==> config.mk <==
export PLATFORM = sky130hd
export DESIGN_NAME = fbp_flash_protect
export DESIGN_NICKNAME = d
export VERILOG_FILES = /design/src/fbp_pkg.sv /design/src/fbp_row_if.sv /design/src/fbp_flash_protect.sv /design/src/fbp_row_buf.sv
export SDC_FILE = /design/constraint.sdc
export NUM_CORES = 1
export LEC_CHECK = 0
export BUFFER_PORTS_ARGS = -buffer_cell sky130_fd_sc_hd__buf_2
export CORE_ASPECT_RATIO = 2
export CORE_MARGIN = 1.5
export CORE_UTILIZATION = 50
export CTS_BUF_LIST = sky130_fd_sc_hd__clkbuf_16
export DETAILED_ROUTE_END_ITERATION = 10
export GPL_TIMING_DRIVEN = 0
export PLACE_DENSITY_LB_ADDON = 0.1
export RECOVER_POWER = 50
export SLEW_MARGIN = 20
export SYNTH_ARGS = -nofsm -noshare
export SYNTH_HDL_FRONTEND = slang
export SYNTH_HIERARCHICAL = 1
export SYNTH_SLANG_ARGS = --single-unit
==> constraint.sdc <==
create_clock -name sys_clk -period 7.06 [get_ports sys_clk]
set_input_delay 1.412 -clock sys_clk [delete_from_list [all_inputs] [get_ports sys_clk]]
set_output_delay 1.412 -clock sys_clk [all_outputs]
set_load 0.05 [all_outputs]
==> src/fbp_pkg.sv <==
package fbp_pkg;
	// Addresses seen by the CPU
	localparam logic [15:0] FBP_CTL_ADDR = 16'hfe08;
	localparam logic [15:0] FBP_PSB_ADDR = 16'hff7e;
	localparam logic [15:0] FBP_ARRAY_LO = 16'he000;
	// Flash control register bit positions
	localparam int FBP_PGM_BIT = 0;
	localparam int FBP_ERASE_BIT = 1;
	localparam int FBP_MASS_BIT = 2;
	localparam int FBP_HIGH_VOLTAGE_ENABLE_BIT = 3;
	// Row and page geometry
	localparam int FBP_ROW_BYTES = 32;
	localparam int FBP_ROW_IDX_W = 5;
	localparam int FBP_PAGE_LSB = 6;
	// Protect byte values
	localparam logic [7:0] FBP_PSB_ERASED = 8'hff;
	localparam logic [7:0] FBP_PSB_ALL = 8'h80;
	localparam logic [1:0] FBP_START_TOP = 2'h3;
	localparam logic [5:0] FBP_START_LOW = 6'h00;
	// Reset values
	localparam logic [7:0] FBP_RDATA_RST = 8'h00;
	localparam logic [15:0] FBP_ADDR_RST = 16'h0000;

	typedef enum logic [2:0] {
		FBP_READ = 3'b000,
		FBP_SEL = 3'b001,
		FBP_PSB_SEEN = 3'b010,
		FBP_ARMED = 3'b011,
		FBP_HV = 3'b100
	} fbp_state_type;
endpackage

==> src/fbp_row_if.sv <==
`timescale 1ns/10ps
`default_nettype none
interface fbp_row_if;
	import fbp_pkg::*;
	logic we;
	logic [FBP_ROW_IDX_W-1:0] idx;
	logic [7:0] wdata;
	logic [7:0] rdata;
	modport ctl (output we, output idx, output wdata, input rdata);
	modport mem (input we, input idx, input wdata, output rdata);
endinterface
`default_nettype wire

==> src/fbp_flash_protect.sv <==
// Functional notes
// - Programming is confined to one 32-byte row latched by the first write.
// - High-voltage enable is refused when the latched address is protected under the erase and mass bits held before the enabling write.
// - Protect byte all ones leaves the whole array open.
// - Any other value locks protected pages and the protect byte itself.
// - Detected high test voltage bypasses all block protection.
// - Protect byte is array storage, changed only by program or erase, not reset.
// - Start address is ones, protect byte as bits 13..6, then zeros.
// - Protection starts on a 64-byte page and runs to top of memory.
// - Protect byte value 80 hex protects the whole array.
// - Wait during read mode changes nothing in the flash.
// - Wait turns the charge pump off but keeps select and enable bits.
// - Stop during read mode puts the flash into standby.
// - Stop during program or erase abandons it and enters standby.
// - Standby holds every flash control signal inactive.
// - High-voltage enable sets only with a select bit and correct access order.
// - Erased bits read one, programmed bits zero, protect byte included.
`timescale 1ns/10ps
`default_nettype none
module fbp_flash_protect
(
	input wire logic sys_clk,
	input wire logic rst_n,
	input wire logic [15:0] cpu_addr,
	input wire logic [7:0] cpu_wdata,
	input wire logic cpu_wr,
	input wire logic cpu_rd,
	output logic [7:0] cpu_rdata,
	output logic cpu_rhit,
	input wire logic high_test_voltage,
	input wire logic wait_mode,
	input wire logic stop_mode,
	output logic arr_hv_on,
	output logic arr_prog,
	output logic arr_erase,
	output logic arr_mass,
	output logic arr_standby,
	output logic arr_wr,
	output logic [15:0] arr_addr,
	output logic [7:0] arr_wdata,
	output logic [fbp_pkg::FBP_ROW_IDX_W-1:0] arr_idx
);
	import fbp_pkg::*;

	typedef struct packed {
		logic program_select;
		logic erase;
		logic mass;
		logic high_voltage_enable;
		fbp_state_type state;
		logic [15:0] lat_addr;
		logic [10:0] row_addr;
		logic vhi_meta;
		logic vhi_sync;
		logic [7:0] rdata;
		logic rhit;
		logic arr_hv_on;
		logic arr_prog;
		logic arr_erase;
		logic arr_mass;
		logic arr_standby;
		logic arr_wr;
		logic [15:0] arr_addr;
	} fbp_regs_type;

	fbp_regs_type s;
	fbp_regs_type n;
	logic [7:0] protect_start_byte;
	logic psb_prog_en;
	logic psb_erase_en;
	logic prot_c;
	logic hv_allowed_c;
	logic hv_grant;
	logic array_wr;
	fbp_row_if row ();

	// Start of the protected range for a given protect byte
	function automatic logic [15:0] fbp_start(input logic [7:0] psb);
		fbp_start = {FBP_START_TOP, psb, FBP_START_LOW};
	endfunction

	// Protection test on an address; erase covers the whole page
	function automatic logic fbp_protected(input logic [15:0] addr,
		input logic [7:0] psb, input logic erase, input logic mass);
		logic page_psb;
		page_psb = addr[15:FBP_PAGE_LSB] == FBP_PSB_ADDR[15:FBP_PAGE_LSB];
		if (psb == FBP_PSB_ERASED)
			fbp_protected = 1'b0;
		else if (mass)
			fbp_protected = 1'b1;
		else if (addr >= fbp_start(psb))
			fbp_protected = 1'b1;
		else if (erase ? page_psb : (addr == FBP_PSB_ADDR))
			fbp_protected = 1'b1;
		else
			fbp_protected = 1'b0;
	endfunction

	fbp_row_buf u_row
	(
		.sys_clk(sys_clk),
		.row(row)
	);

	// Decisions on the latched address and the synchronised detect; array write decode uses the live bus
	always_comb
	begin
		prot_c = fbp_protected(s.lat_addr, protect_start_byte, s.erase, s.mass);
		hv_allowed_c = !prot_c || s.vhi_sync;
		array_wr = cpu_wr && cpu_addr >= FBP_ARRAY_LO && cpu_addr != FBP_CTL_ADDR;
	end

	// Next state of everything but the nonvolatile protect byte
	always_comb
	begin
		n = s;
		hv_grant = 1'b0;
		psb_prog_en = 1'b0;
		psb_erase_en = 1'b0;
		row.we = 1'b0;
		row.idx = cpu_addr[FBP_ROW_IDX_W-1:0];
		row.wdata = cpu_wdata;
		n.vhi_meta = high_test_voltage;
		n.vhi_sync = s.vhi_meta;
		n.rhit = 1'b0;
		n.arr_wr = 1'b0;
		// Control register write; select bits interlock
		if (cpu_wr && cpu_addr == FBP_CTL_ADDR)
		begin
			if (!(cpu_wdata[FBP_PGM_BIT] && cpu_wdata[FBP_ERASE_BIT]))
			begin
				n.program_select = cpu_wdata[FBP_PGM_BIT];
				n.erase = cpu_wdata[FBP_ERASE_BIT];
			end
			n.mass = cpu_wdata[FBP_MASS_BIT];
			if (!cpu_wdata[FBP_HIGH_VOLTAGE_ENABLE_BIT])
				n.high_voltage_enable = 1'b0;
			else if (!s.high_voltage_enable && (n.program_select || n.erase) && s.state == FBP_ARMED && hv_allowed_c)
			begin
				// Granted only after select, protect read and address latch
				n.high_voltage_enable = 1'b1;
				hv_grant = 1'b1;
			end
		end
		// Erase of the protect byte takes effect when the pump is granted
		psb_erase_en = hv_grant && n.erase &&
			(n.mass || s.lat_addr[15:FBP_PAGE_LSB] == FBP_PSB_ADDR[15:FBP_PAGE_LSB]);
		// Access order tracking
		case (s.state)
			FBP_READ:
			begin
				if (n.program_select || n.erase)
					n.state = FBP_SEL;
			end
			FBP_SEL:
			begin
				if (cpu_rd && cpu_addr == FBP_PSB_ADDR)
					n.state = FBP_PSB_SEEN;
			end
			FBP_PSB_SEEN:
			begin
				if (array_wr)
				begin
					n.lat_addr = cpu_addr;
					n.row_addr = cpu_addr[15:FBP_ROW_IDX_W];
					n.state = FBP_ARMED;
				end
			end
			FBP_ARMED:
			begin
				if (hv_grant)
					n.state = FBP_HV;
			end
			FBP_HV:
			begin
				// Programming writes inside the latched row only; pump must run
				if (array_wr && s.program_select && s.high_voltage_enable && !wait_mode &&
					cpu_addr[15:FBP_ROW_IDX_W] == s.row_addr)
				begin
					row.we = 1'b1;
					n.arr_wr = 1'b1;
					n.arr_addr = cpu_addr;
					psb_prog_en = cpu_addr == FBP_PSB_ADDR &&
						(protect_start_byte == FBP_PSB_ERASED || s.vhi_sync);
				end
			end
			default:
			begin
				n.state = FBP_READ;
			end
		endcase
		if (!n.program_select && !n.erase && !n.high_voltage_enable)
			n.state = FBP_READ;
		// Stop drops any operation; the flash goes quiet
		if (stop_mode)
		begin
			n.program_select = 1'b0;
			n.erase = 1'b0;
			n.mass = 1'b0;
			n.high_voltage_enable = 1'b0;
			n.state = FBP_READ;
			n.arr_wr = 1'b0;
			row.we = 1'b0;
			psb_prog_en = 1'b0;
			psb_erase_en = 1'b0;
		end
		// Register reads
		if (cpu_rd && cpu_addr == FBP_CTL_ADDR)
		begin
			n.rdata = 8'h00;
			n.rdata[FBP_PGM_BIT] = s.program_select;
			n.rdata[FBP_ERASE_BIT] = s.erase;
			n.rdata[FBP_MASS_BIT] = s.mass;
			n.rdata[FBP_HIGH_VOLTAGE_ENABLE_BIT] = s.high_voltage_enable;
			n.rhit = 1'b1;
		end
		else if (cpu_rd && cpu_addr == FBP_PSB_ADDR)
		begin
			n.rdata = protect_start_byte;
			n.rhit = 1'b1;
		end
		// Wait gates the pump here and the program writes above; bits and read mode stay as they are
		n.arr_hv_on = n.high_voltage_enable && !wait_mode && !stop_mode;
		n.arr_prog = n.program_select && !stop_mode;
		n.arr_erase = n.erase && !stop_mode;
		n.arr_mass = n.mass && !stop_mode;
		n.arr_standby = stop_mode;
	end

	// Control state register
	always_ff @(posedge sys_clk or negedge rst_n)
	begin
		if (!rst_n)
		begin
			s.program_select <= 1'b0;
			s.erase <= 1'b0;
			s.mass <= 1'b0;
			s.high_voltage_enable <= 1'b0;
			s.state <= FBP_READ;
			s.lat_addr <= FBP_ADDR_RST;
			s.row_addr <= FBP_ADDR_RST[15:FBP_ROW_IDX_W];
			s.vhi_meta <= 1'b0;
			s.vhi_sync <= 1'b0;
			s.rdata <= FBP_RDATA_RST;
			s.rhit <= 1'b0;
			s.arr_hv_on <= 1'b0;
			s.arr_prog <= 1'b0;
			s.arr_erase <= 1'b0;
			s.arr_mass <= 1'b0;
			s.arr_standby <= 1'b0;
			s.arr_wr <= 1'b0;
			s.arr_addr <= FBP_ADDR_RST;
		end
		else
		begin
			s <= n;
		end
	end

	// Nonvolatile byte: no reset, so reset can never disturb the protection
	always_ff @(posedge sys_clk)
	begin
		if (psb_erase_en)
			protect_start_byte <= FBP_PSB_ERASED;
		else if (psb_prog_en)
			protect_start_byte <= protect_start_byte & cpu_wdata;
	end

	assign cpu_rdata = s.rdata;
	assign cpu_rhit = s.rhit;
	assign arr_hv_on = s.arr_hv_on;
	assign arr_prog = s.arr_prog;
	assign arr_erase = s.arr_erase;
	assign arr_mass = s.arr_mass;
	assign arr_standby = s.arr_standby;
	assign arr_wr = s.arr_wr;
	assign arr_addr = s.arr_addr;
	assign arr_wdata = row.rdata;
	assign arr_idx = s.arr_addr[FBP_ROW_IDX_W-1:0];

	// Array writes stay in the latched row
	property p_row_bound;
		@(posedge sys_clk) disable iff (!rst_n)
		s.arr_wr |-> s.arr_addr[15:FBP_ROW_IDX_W] == s.row_addr && arr_wdata == $past(cpu_wdata);
	endproperty
	a_row_bound: assert property (p_row_bound) else $error("array write outside latched row");

	// Pump enable only when allowed one cycle earlier
	property p_hv_refused;
		@(posedge sys_clk) disable iff (!rst_n)
		$rose(s.high_voltage_enable) |-> $past(hv_allowed_c);
	endproperty
	a_hv_refused: assert property (p_hv_refused) else $error("enable set on protected address");

	// Enable needs the full access order
	property p_order;
		@(posedge sys_clk) disable iff (!rst_n)
		$rose(s.high_voltage_enable) |-> $past(s.state) == FBP_ARMED && s.state == FBP_HV && (s.program_select || s.erase);
	endproperty
	a_order: assert property (p_order) else $error("enable set out of order");

	// Erased protect byte leaves everything open
	property p_open;
		@(posedge sys_clk) disable iff (!rst_n)
		protect_start_byte == FBP_PSB_ERASED |-> !prot_c;
	endproperty
	a_open: assert property (p_open) else $error("protection with erased byte");

	// Value 80 hex covers the whole array
	property p_all_prot;
		@(posedge sys_clk) disable iff (!rst_n)
		protect_start_byte == FBP_PSB_ALL && s.lat_addr >= FBP_ARRAY_LO |-> prot_c;
	endproperty
	a_all_prot: assert property (p_all_prot) else $error("array not fully protected");

	// Protect byte reprogrammed only when open or bypassed
	property p_psb_lock;
		@(posedge sys_clk) disable iff (!rst_n)
		psb_prog_en |-> protect_start_byte == FBP_PSB_ERASED || s.vhi_sync;
	endproperty
	a_psb_lock: assert property (p_psb_lock) else $error("locked protect byte programmed");

	// Wait turns the pump off and holds the enable
	property p_wait_pump;
		@(posedge sys_clk) disable iff (!rst_n)
		wait_mode && s.high_voltage_enable && !stop_mode && !cpu_wr |=> !s.arr_hv_on && s.high_voltage_enable;
	endproperty
	a_wait_pump: assert property (p_wait_pump) else $error("pump running in wait");

	// Stop abandons operations and enters standby
	property p_stop;
		@(posedge sys_clk) disable iff (!rst_n)
		stop_mode |=> s.arr_standby && !s.high_voltage_enable && !s.program_select && !s.erase && s.state == FBP_READ;
	endproperty
	a_stop: assert property (p_stop) else $error("stop did not reach standby");

	// Standby keeps all controls quiet
	property p_quiet;
		@(posedge sys_clk) disable iff (!rst_n)
		s.arr_standby |-> !(s.arr_prog || s.arr_erase || s.arr_mass || s.arr_hv_on || s.arr_wr);
	endproperty
	a_quiet: assert property (p_quiet) else $error("control active in standby");

	// Detect reaches decisions two edges after the pin
	property p_sync;
		@(posedge sys_clk) disable iff (!rst_n)
		$rose(s.vhi_sync) |-> $past(high_test_voltage, 2);
	endproperty
	a_sync: assert property (p_sync) else $error("detect not synchronised");
endmodule
`default_nettype wire

==> src/fbp_row_buf.sv <==
`timescale 1ns/10ps
`default_nettype none
module fbp_row_buf
(
	input wire logic sys_clk,
	fbp_row_if.mem row
);
	import fbp_pkg::*;

	logic [7:0] mem_q [FBP_ROW_BYTES];
	logic [7:0] rd_q;

	// Row latch; no reset, contents are rewritten before every use
	always_ff @(posedge sys_clk)
	begin
		if (row.we)
		begin
			mem_q[row.idx] <= row.wdata;
		end
		// Written byte bypasses the array so the pulse sees it next cycle
		rd_q <= row.we ? row.wdata : mem_q[row.idx];
	end

	assign row.rdata = rd_q;
endmodule
`default_nettype wire

==> results of run 1 <==
[power by group through the flow]
stage	clock, mW	sequential, mW	combinational [mW]
after floorplan	0	2.10	0.113
after global placement	0	2.10	0.197
after detailed placement	0	2.10	0.203
after CTS	1.48	2.05	0.203
after global routing	1.54	2.06	0.210
final	1.44	2.06	0.198
[cells in the mapped netlist (all sizes together) (3+ instances only)]
cell	count	area share
or3	3	0.0014
nand3	8	0.0030
nand3b	7	0.0040
mux4	80	0.14
xnor2	7	0.0047
or2	5	0.0024
clkbuf	10	0.0029
a21oi	5	0.0019
nand2	26	0.0074
dfrtp	53	0.10
nand2b	6	0.0029
a211oi	3	0.0021
dfxtp	13	0.020
a31oi	3	0.0014
buf	46	0.024
nor3	7	0.0027
or3b	3	0.0020
edfxtp	256	0.58
inv	13	0.0037
nor2	48	0.014
nor4	6	0.0033
xor2	4	0.0027
mux2	33	0.028
nand4	13	0.0062
ha	8	0.0076
o21ai	16	0.0064
or4	4	0.0023
[registers in the layout, summed over array words and instances, names as in the netlist, named ones only]
| signal | flops |
|---|---|
| arr_standby | 1 |
| arr_mass | 1 |
| arr_prog | 1 |
| arr_erase | 1 |
| u_row/mem_q | 256 |
| arr_addr | 16 |
| s | 21 |
| protect_start_byte | 8 |
| cpu_rhit | 1 |
| n | 1 |
| arr_hv_on | 1 |
| arr_wr | 1 |
| cpu_rdata | 8 |
[layout make-up]
| cell class | instances | area [um^2] |
|---|---|---|
| Fill cell | 2102 | 11000 |
| Sequential cell | 322 | 9270 |
| Timing Repair Buffer | 75 | 334 |
| Clock inverter | 20 | 163 |
| Clock buffer | 27 | 676 |
| Buffer | 56 | 354 |
| Tap cell | 340 | 425 |
| Multi-Input combinational cell | 326 | 3480 |
| Inverter | 13 | 48.8 |
[worst reg2reg max path, stage by stage, from the launching register on]
cell      delay [ns]
dfrtp_1         0.44
xor2_1          0.16
nor4_1          0.44
nand4_1         0.13
or4_1           0.50
buf_2           0.22
buf_2           0.23
nor2_1          0.34
or3b_2          0.48
clkbuf_1        0.28
nor2_1          0.71
[metrics by stage]
step | utilization | setup WS, ns | power, mW | area, um^2 | cells
4_1_cts | 0.575 | 2.03 | 3.73 | 14800 | 1179
3_3_place_gp | 0.542 | 1.63 | 2.29 | 13900 | 1131
2_1_floorplan | - | 2.70 | 2.21 | 13200 | 717
6_report | 0.573 | 1.66 | 3.69 | 14800 | 1179
3_5_place_dp | 0.542 | 1.50 | 2.30 | 14000 | 1132
5_1_grt | 0.573 | 1.43 | 3.80 | 14800 | 1179
[placed cells by master, fill, tap and decap left out, drive strengths merged, types with 2 or more instances in the layout]
| cell | count |
|---|---|
| a211o | 2 |
| nand3b | 7 |
| a211oi | 3 |
| xor2 | 4 |
| nand2 | 26 |
| nor2 | 48 |
| o31ai | 2 |
| a31oi | 3 |
| or3 | 3 |
| mux4 | 80 |
| clkinv | 12 |
| a22oi | 2 |
| inv | 16 |
| edfxtp | 256 |
| xnor2 | 7 |
| nor3b | 2 |
| a21oi | 5 |
| nand3 | 8 |
| nor3 | 7 |
| o211ai | 2 |
| nor4bb | 2 |
| or4 | 4 |
| or2 | 5 |
| and3 | 2 |
| o31a | 2 |
| nor4 | 6 |
| buf | 86 |
| dfrtp | 53 |
| mux2i | 2 |
| nand2b | 6 |
| dfxtp | 13 |
| clkbuf | 72 |
| o21ai | 16 |
| bufinv | 3 |
| mux2 | 33 |
| or3b | 3 |
| ha | 8 |
| nand4 | 13 |
| clkinvlp | 2 |
[worst paths after layout]
| check | from | slack [ns] | endpoint | cells past startpoint |
|---|---|---|---|---|
| worst max-delay path | cpu_addr[2] | 1.66 | u_row/mem_q[0][3]$_DFFE_PP_ | 12 |
| worst min-delay path | n[31]$_DFF_PN0_ | 0.36 | s[31]$_DFF_PN0_ | 0 |
| worst max register to register | s[55]$_DFFE_PN0P_ | 2.75 | u_row/mem_q[0][3]$_DFFE_PP_ | 10 |
| worst min register to register | n[31]$_DFF_PN0_ | 0.36 | s[31]$_DFF_PN0_ | 0 |
| max in group asynchronous | rst_n | 3.64 | arr_standby$_DFF_PN0_ | 1 |
| min in group asynchronous | rst_n | 1.79 | arr_addr[0]$_DFFE_PN0P_ | 1 |
[metal layers]
| layer | vias up | wire [um] |
|---|---|---|
| met1 | 3489 | 9710 |
| met4 | 0 | 1760 |
| met5 | - | 0 |
| met3 | 79 | 1210 |
| li1 | 3024 | - |
| met2 | 240 | 17100 |
[logic make-up after synthesis]
logic type      after synthesis  synth area share
mux                         115             0.167
fa+ha+maj                     8           0.00761
compound gates               46            0.0249
buf+inv                      69            0.0306
flops                       322             0.705
simple gates                146            0.0576
xor+xnor                     11           0.00732
==> results.json, run 1 <==
{
  "drt_first_pass_iters": 6,
  "fp-row-count": 83,
  "grt_first_pass_wirelength_mm": 44.6,
  "outcome": "finished, violations left",
  "design.portCount": 75,
  "finalMaxSlewViolations": 203,
  "ir_drop_v": 0.000186,
  "worst_skew_pair.late_latency_ns": 0.54,
  "syn_to_final_growth_pct": 12.2,
  "remaining_drcs": 0,
  "max_freq_mhz": 185,
  "holdWs_ns": 0.359,
  "worstSetupPathType": "in2reg",
  "clock-sinks": 322,
  "path_clk_slew_ns": 0.06,
  "post_synth_instance_area_um2": 13200,
  "crit_fanout": 13,
  "synth_nets": 756,
  "initial_antenna_violation_count": 0,
  "power-per-cell-area_nw_per_um2": 250,
  "slew-limit-headroom": -0.907,
  "cp_data_required_time_ns": 7.23,
  "average_wire_per_cell_in_the_routed_design_um": 25.3,
  "ys_types": 57,
  "antenna_cells": 0,
  "global_route.overflow_total": 0,
  "crit_family": "simple AND/OR/NAND/NOR gates",
  "layout_worst_path_cycle_share": 0.765,
  "tritoncts.num_buffers": 27,
  "clk_root_buffer_cell": "clkbuf_16",
  "final-hold-violation-count": 0,
  "cts_post_setup_buffers_inserted": 0,
  "ys.flop_type": "edfxtp_1",
  "arrival_ns": 5.57,
  "grt_util_met1": 0.223,
  "final_net_count": 860,
  "ctsResizeCount": 0,
  "initial_core_util": 0.511,
  "die_h_um": 232,
  "cts.htree.levels": 1,
  "viasPerCell": 5.79,
  "timing.critical_path.buf_inv": 5,
  "critical-path-slowest-cell": "nor2_1",
  "global_route.usage.total": 0.223,
  "sequentialPowerShare": 0.557,
  "maximum_number_of_pins_on_one_net_before_global_route_repair": 54,
  "internal-power_mw": 2.92,
  "violations": "max-capacitance violations, max-slew violations",
  "cp_cell_sequence": "clkbuf_1 -> or4_1 -> or4_1 -> buf_2 -> nand2_1 -> or4_1 -> buf_2 -> buf_2 -> nor2_1 -> or3b_2 -> clkbuf_1 -> nor2_1",
  "cp-start-kind": "input port",
  "tightestPinTransition_ns": 2.86,
  "worst_hold_path_type": "reg2reg",
  "die_area_um2": 27300,
  "combinationalPowerShare": 0.054,
  "place.detailed.hpwl_mm": 21.7,
  "post_synth_inst_count": 717,
  "cts_tree": "built",
  "die_width_um": 118,
  "synth_async_sr_flop_share": 0.165,
  "power.switching_fraction": 0.208,
  "synth_seq_cells": 322,
  "grt_pass1_vias": 7435,
  "hold_buffers": 0,
  "synth-seq-area-share": 0.705,
  "core_area_um2": 25800,
  "clock_power_share": 0.390,
  "globalRouteMet2Util": 0.441,
  "power.static_leakage_nw": 5.20,
  "dr.first_iter.drc_count": 608,
  "worst_case_clock_skew_ns": 0.00997,
  "max_cap_violations": 5,
  "fin_tns_setup_ns": 0,
  "route.final.wire_length_mm": 29.8,
  "yosysWarningCount": 6,
  "syn_area_per_cell_um2": 18.3,
  "power.net_switching_mw": 0.770,
  "route.vias.total": 6832,
  "grt.met3_usage": 0.0245,
  "gp_congestion": 0.907,
  "worst_path_largest_cell_delay_ns": 0.71,
  "critical_path.endpoint_type": "register",
  "min_period_ns": 5.40,
  "synth-edff-count": 256,
  "detail-route-antenna-nets": 0,
  "rsz0062_at_grt": "no",
  "setup_viol": 0,
  "final_layout_size_suffix_gt1_frac": 0.291,
  "placement.io_buffers": 74,
  "cts-root-to-sink-buffers": 3,
  "grt_busiest_layer": "met2"
}
Note: power is estimated with default switching activity, not from simulation.
==> run 2: changes to the inputs <==
--- a/config.mk
+++ b/config.mk
@@ -5,6 +5,7 @@
 export SDC_FILE = /design/constraint.sdc
 export NUM_CORES = 1
 export LEC_CHECK = 0
+export ABC_AREA = 1
 export BUFFER_PORTS_ARGS = -buffer_cell sky130_fd_sc_hd__buf_2
 export CORE_ASPECT_RATIO = 2
 export CORE_MARGIN = 1.5
==> constraint.sdc (replaced) <==
create_clock -name sys_clk -period 5 [get_ports sys_clk]
set_input_delay 1 -clock sys_clk [delete_from_list [all_inputs] [get_ports sys_clk]]
set_output_delay 1 -clock sys_clk [all_outputs]
set_load 0.05 [all_outputs]
==> run 2 against run 1 <==
  * The run still ends with max-capacitance violations, max-slew violations left
  * Clock-buffer cell count grew 2
  * Via count grew 48%
  * Area after synthesis grew 7.2%
  * Critical path type unchanged
  * Critical endpoint is now u_row/mem_q[10][2]$_DFFE_PP_
==> results.json, run 2 <==
{
  "dr.first_iter.drc_count": 704,
  "r2r-start": "s[60]$_DFFE_PN0P_",
  "worst_path_largest_cell_delay_ns": 0.91,
  "place.detailed.instances": 1776,
  "timing.critical_path.buf_inv": 5,
  "final-hold-violation-count": 0,
  "synth_most_common_cell": "nand2_1",
  "ys.flop_type": "edfxtp_1",
  "outcome": "finished, violations left",
  "synth-seq-area-share": 0.658,
  "power.switching_fraction": 0.223,
  "grt_first_pass_wirelength_mm": 57.9,
  "final_area_um2": 15800,
  "fin_ws_ns": 0.876,
  "crit_family": "simple AND/OR/NAND/NOR gates",
  "globalRouteMet2Util": 0.529,
  "yosysWarningCount": 6,
  "synth.top_cells.by_area": "edfxtp_1 (55%), nand2_1 (13%), dfrtp_1 (9.4%), nand3_1 (7.7%), buf_6 (1.9%)",
  "fp-row-count": 86,
  "final.fill_count": 2390,
  "synth_seq_cells": 322,
  "cp_data_required_time_ns": 5.17,
  "grt_util_met1": 0.270,
  "worst_case_clock_skew_ns": 0.0133,
  "average_wire_per_cell_in_the_routed_design_um": 21.3,
  "drt_first_pass_iters": 5,
  "worst_skew_pair.late_latency_ns": 0.55,
  "clock_power_share": 0.407,
  "antenna_cells": 0,
  "multiInputGateArea_um2": 3910,
  "detail-route-antenna-nets": 0,
  "die_h_um": 240,
  "worstSetupPathType": "in2reg",
  "grt.met3_usage": 0.0278,
  "finalMaxSlewViolations": 334,
  "power.static_leakage_nw": 6.44,
  "hold_buffers": 0,
  "min_period_ns": 4.12,
  "path_length_in_cells_of_the_critical_path": 14,
  "placed_cell_area_um2": 14900,
  "core_area_um2": 27700,
  "clock-sinks": 322,
  "cp-start-kind": "input port",
  "initial_core_util": 0.510,
  "final_net_count": 1493,
  "ys_types": 38,
  "rsz0062_at_grt": "no",
  "post_synth_instance_area_um2": 14100,
  "worst_hold_path_type": "reg2reg",
  "grt_busiest_layer": "met2",
  "final_util": 0.572,
  "netlist.area_leader.share": 0.545,
  "synth_async_sr_flop_share": 0.165,
  "layout_worst_path_cycle_share": 0.825,
  "die_area_um2": 29300,
  "route.vias.total": 10100,
  "place.detailed.hpwl_mm": 28.2,
  "ir_drop_v": 0.000260,
  "design.portCount": 75,
  "setup.worst_path.start": "cpu_addr[2]",
  "ff2ff_setup_slack_ns": 1.06,
  "top_register": "u_row/mem_q",
  "detailedPlace.worstSlack_ns": 0.546,
  "power_mw": 5.54,
  "ctsResizeCount": 0,
  "critical-path-slowest-cell": "nor2_1",
  "maximum_number_of_pins_on_one_net_before_global_route_repair": 54,
  "tritoncts.num_buffers": 28,
  "max_freq_mhz": 242,
  "synth-edff-count": 256,
  "crit_fanout": 10,
  "fin_cells": 1828,
  "syn_area_per_cell_um2": 10.4,
  "cts-root-to-sink-buffers": 3,
  "die_width_um": 122,
  "tightestPinTransition_ns": 2.92,
  "fin_tns_setup_ns": 0,
  "worst_r2r_endpoint": "u_row/mem_q[10][2]$_DFFE_PP_",
  "setup_viol": 0,
  "sequential_cell_area_um2": 9270,
  "route.final.wire_length_mm": 38.9,
  "global_route.overflow_total": 0,
  "global_route.usage.total": 0.272,
  "synth_top_cell_by_area": "edfxtp_1",
  "clk_root_buffer_cell": "clkbuf_16",
  "final_cell_mix": "nand2_1 (470), edfxtp_1 (256), nand3_1 (217)",
  "cts_tree": "built",
  "violations": "max-capacitance violations, max-slew violations",
  "initial_antenna_violation_count": 0,
  "gp_congestion": 0.899,
  "remaining_drcs": 0,
  "internal-power_mw": 4.30,
  "sequentialPowerShare": 0.524,
  "synth_nets": 1389,
  "power.net_switching_mw": 1.24,
  "combinationalPowerShare": 0.069,
  "viasPerCell": 5.53,
  "power-per-cell-area_nw_per_um2": 350,
  "cts_post_setup_buffers_inserted": 0,
  "final_layout_size_suffix_gt1_frac": 0.123,
  "arrival_ns": 4.30,
  "synth_top_cells_by_count": "nand2_1 (470), edfxtp_1 (256), nand3_1 (217)",
  "registers_with_the_highest_flip_flop_counts": "u_row/mem_q x256, s x21, arr_addr x16",
  "slew-limit-headroom": -0.948,
  "syn_to_final_growth_pct": 12.3,
  "largest_register_ff_count": 256,
  "max_cap_violations": 9,
  "cts.htree.levels": 1,
  "r2r_cells": 8,
  "grt_pass1_vias": 10200,
  "cp_cell_sequence": "clkbuf_1 -> inv_2 -> nand2_1 -> nor2_1 -> inv_1 -> nor2_4 -> nand2_1 -> nand2_1 -> inv_1 -> nand4_1 -> clkbuf_1 -> nor2_1 -> nand3_1 -> nor2_1",
  "critical_path.endpoint_type": "register",
  "placement.io_buffers": 74,
  "worstSetupEndpoint": "u_row/mem_q[10][2]$_DFFE_PP_",
  "holdWs_ns": 0.353,
  "path_clk_slew_ns": 0.07,
  "post_synth_inst_count": 1350,
  "most_common_cell_after_layout_fill_and_taps_aside": "nand2_1"
}
-- run 2: cell count changes after synthesis, sizes merged, moves of 6 or more --
cell,before,now
nand3,8,220
nand2,26,473
mux2,33,0
inv,13,69
nand3b,7,1
buf,46,75
o21ai,16,48
mux4,80,0
xnor2,7,1
nor2,48,68
nand2b,6,0
-- run 2: worst min path at each step --
stage	from	endpoint	slack [ns]	cells past startpoint
floorplan	n[31]$_DFF_PN0_	s[31]$_DFF_PN0_	0.33	0
global placement	n[31]$_DFF_PN0_	s[31]$_DFF_PN0_	0.33	0
detailed placement	n[31]$_DFF_PN0_	s[31]$_DFF_PN0_	0.34	0
CTS	n[31]$_DFF_PN0_	s[31]$_DFF_PN0_	0.36	0
global route	n[31]$_DFF_PN0_	s[31]$_DFF_PN0_	0.37	0
finish	n[31]$_DFF_PN0_	s[31]$_DFF_PN0_	0.35	0
-- run 2: per-layer routing --
layer	up-vias	part of all wire
li1	4763	-
met1	4845	0.32
met2	383	0.57
met3	117	0.047
met4	0	0.058
met5	-	0
-- run 2: worst register-to-register path: stages, from the launching register on --
cell and delay [ns]:
dfrtp_1 0.42, nor3_1 0.59, nand4_1 0.25, nor2_1 0.15, nand4_1 0.17, clkbuf_1 0.28
nor2_1 0.34, nand3_1 0.43, nor2_1 0.92
-- run 2: area by class of cell --
type                            instances  area share
Buffer                                 87      0.0411
Clock buffer                           29      0.0458
Clock inverter                         23      0.0147
Inverter                               69      0.0164
Multi-Input combinational cell        872       0.247
Sequential cell                       322       0.586
Tap cell                              352      0.0278
Timing Repair Buffer                   74      0.0212
-- run 2: logic make-up after synthesis --
kind of cell | Yosys count | synth area share
AND/OR/NAND/NOR | 798 | 0.244
flip-flops | 322 | 0.658
buffers and inverters | 156 | 0.0645
AO/OA/AOI/OAI | 63 | 0.0251
adder cells (fa/ha/maj) | 8 | 0.00710
XOR/XNOR | 3 | 0.00186
-- run 2: power groups by stage --
stage               clock network (mW)  logic (mW)  registers [mW]
detailed placement                   0       0.383            2.96
global placement                     0       0.378            2.96
finish                            2.25       0.383            2.90
global route                      2.37       0.415            2.90
CTS                               2.29       0.384            2.90
floorplan                            0       0.211            2.96
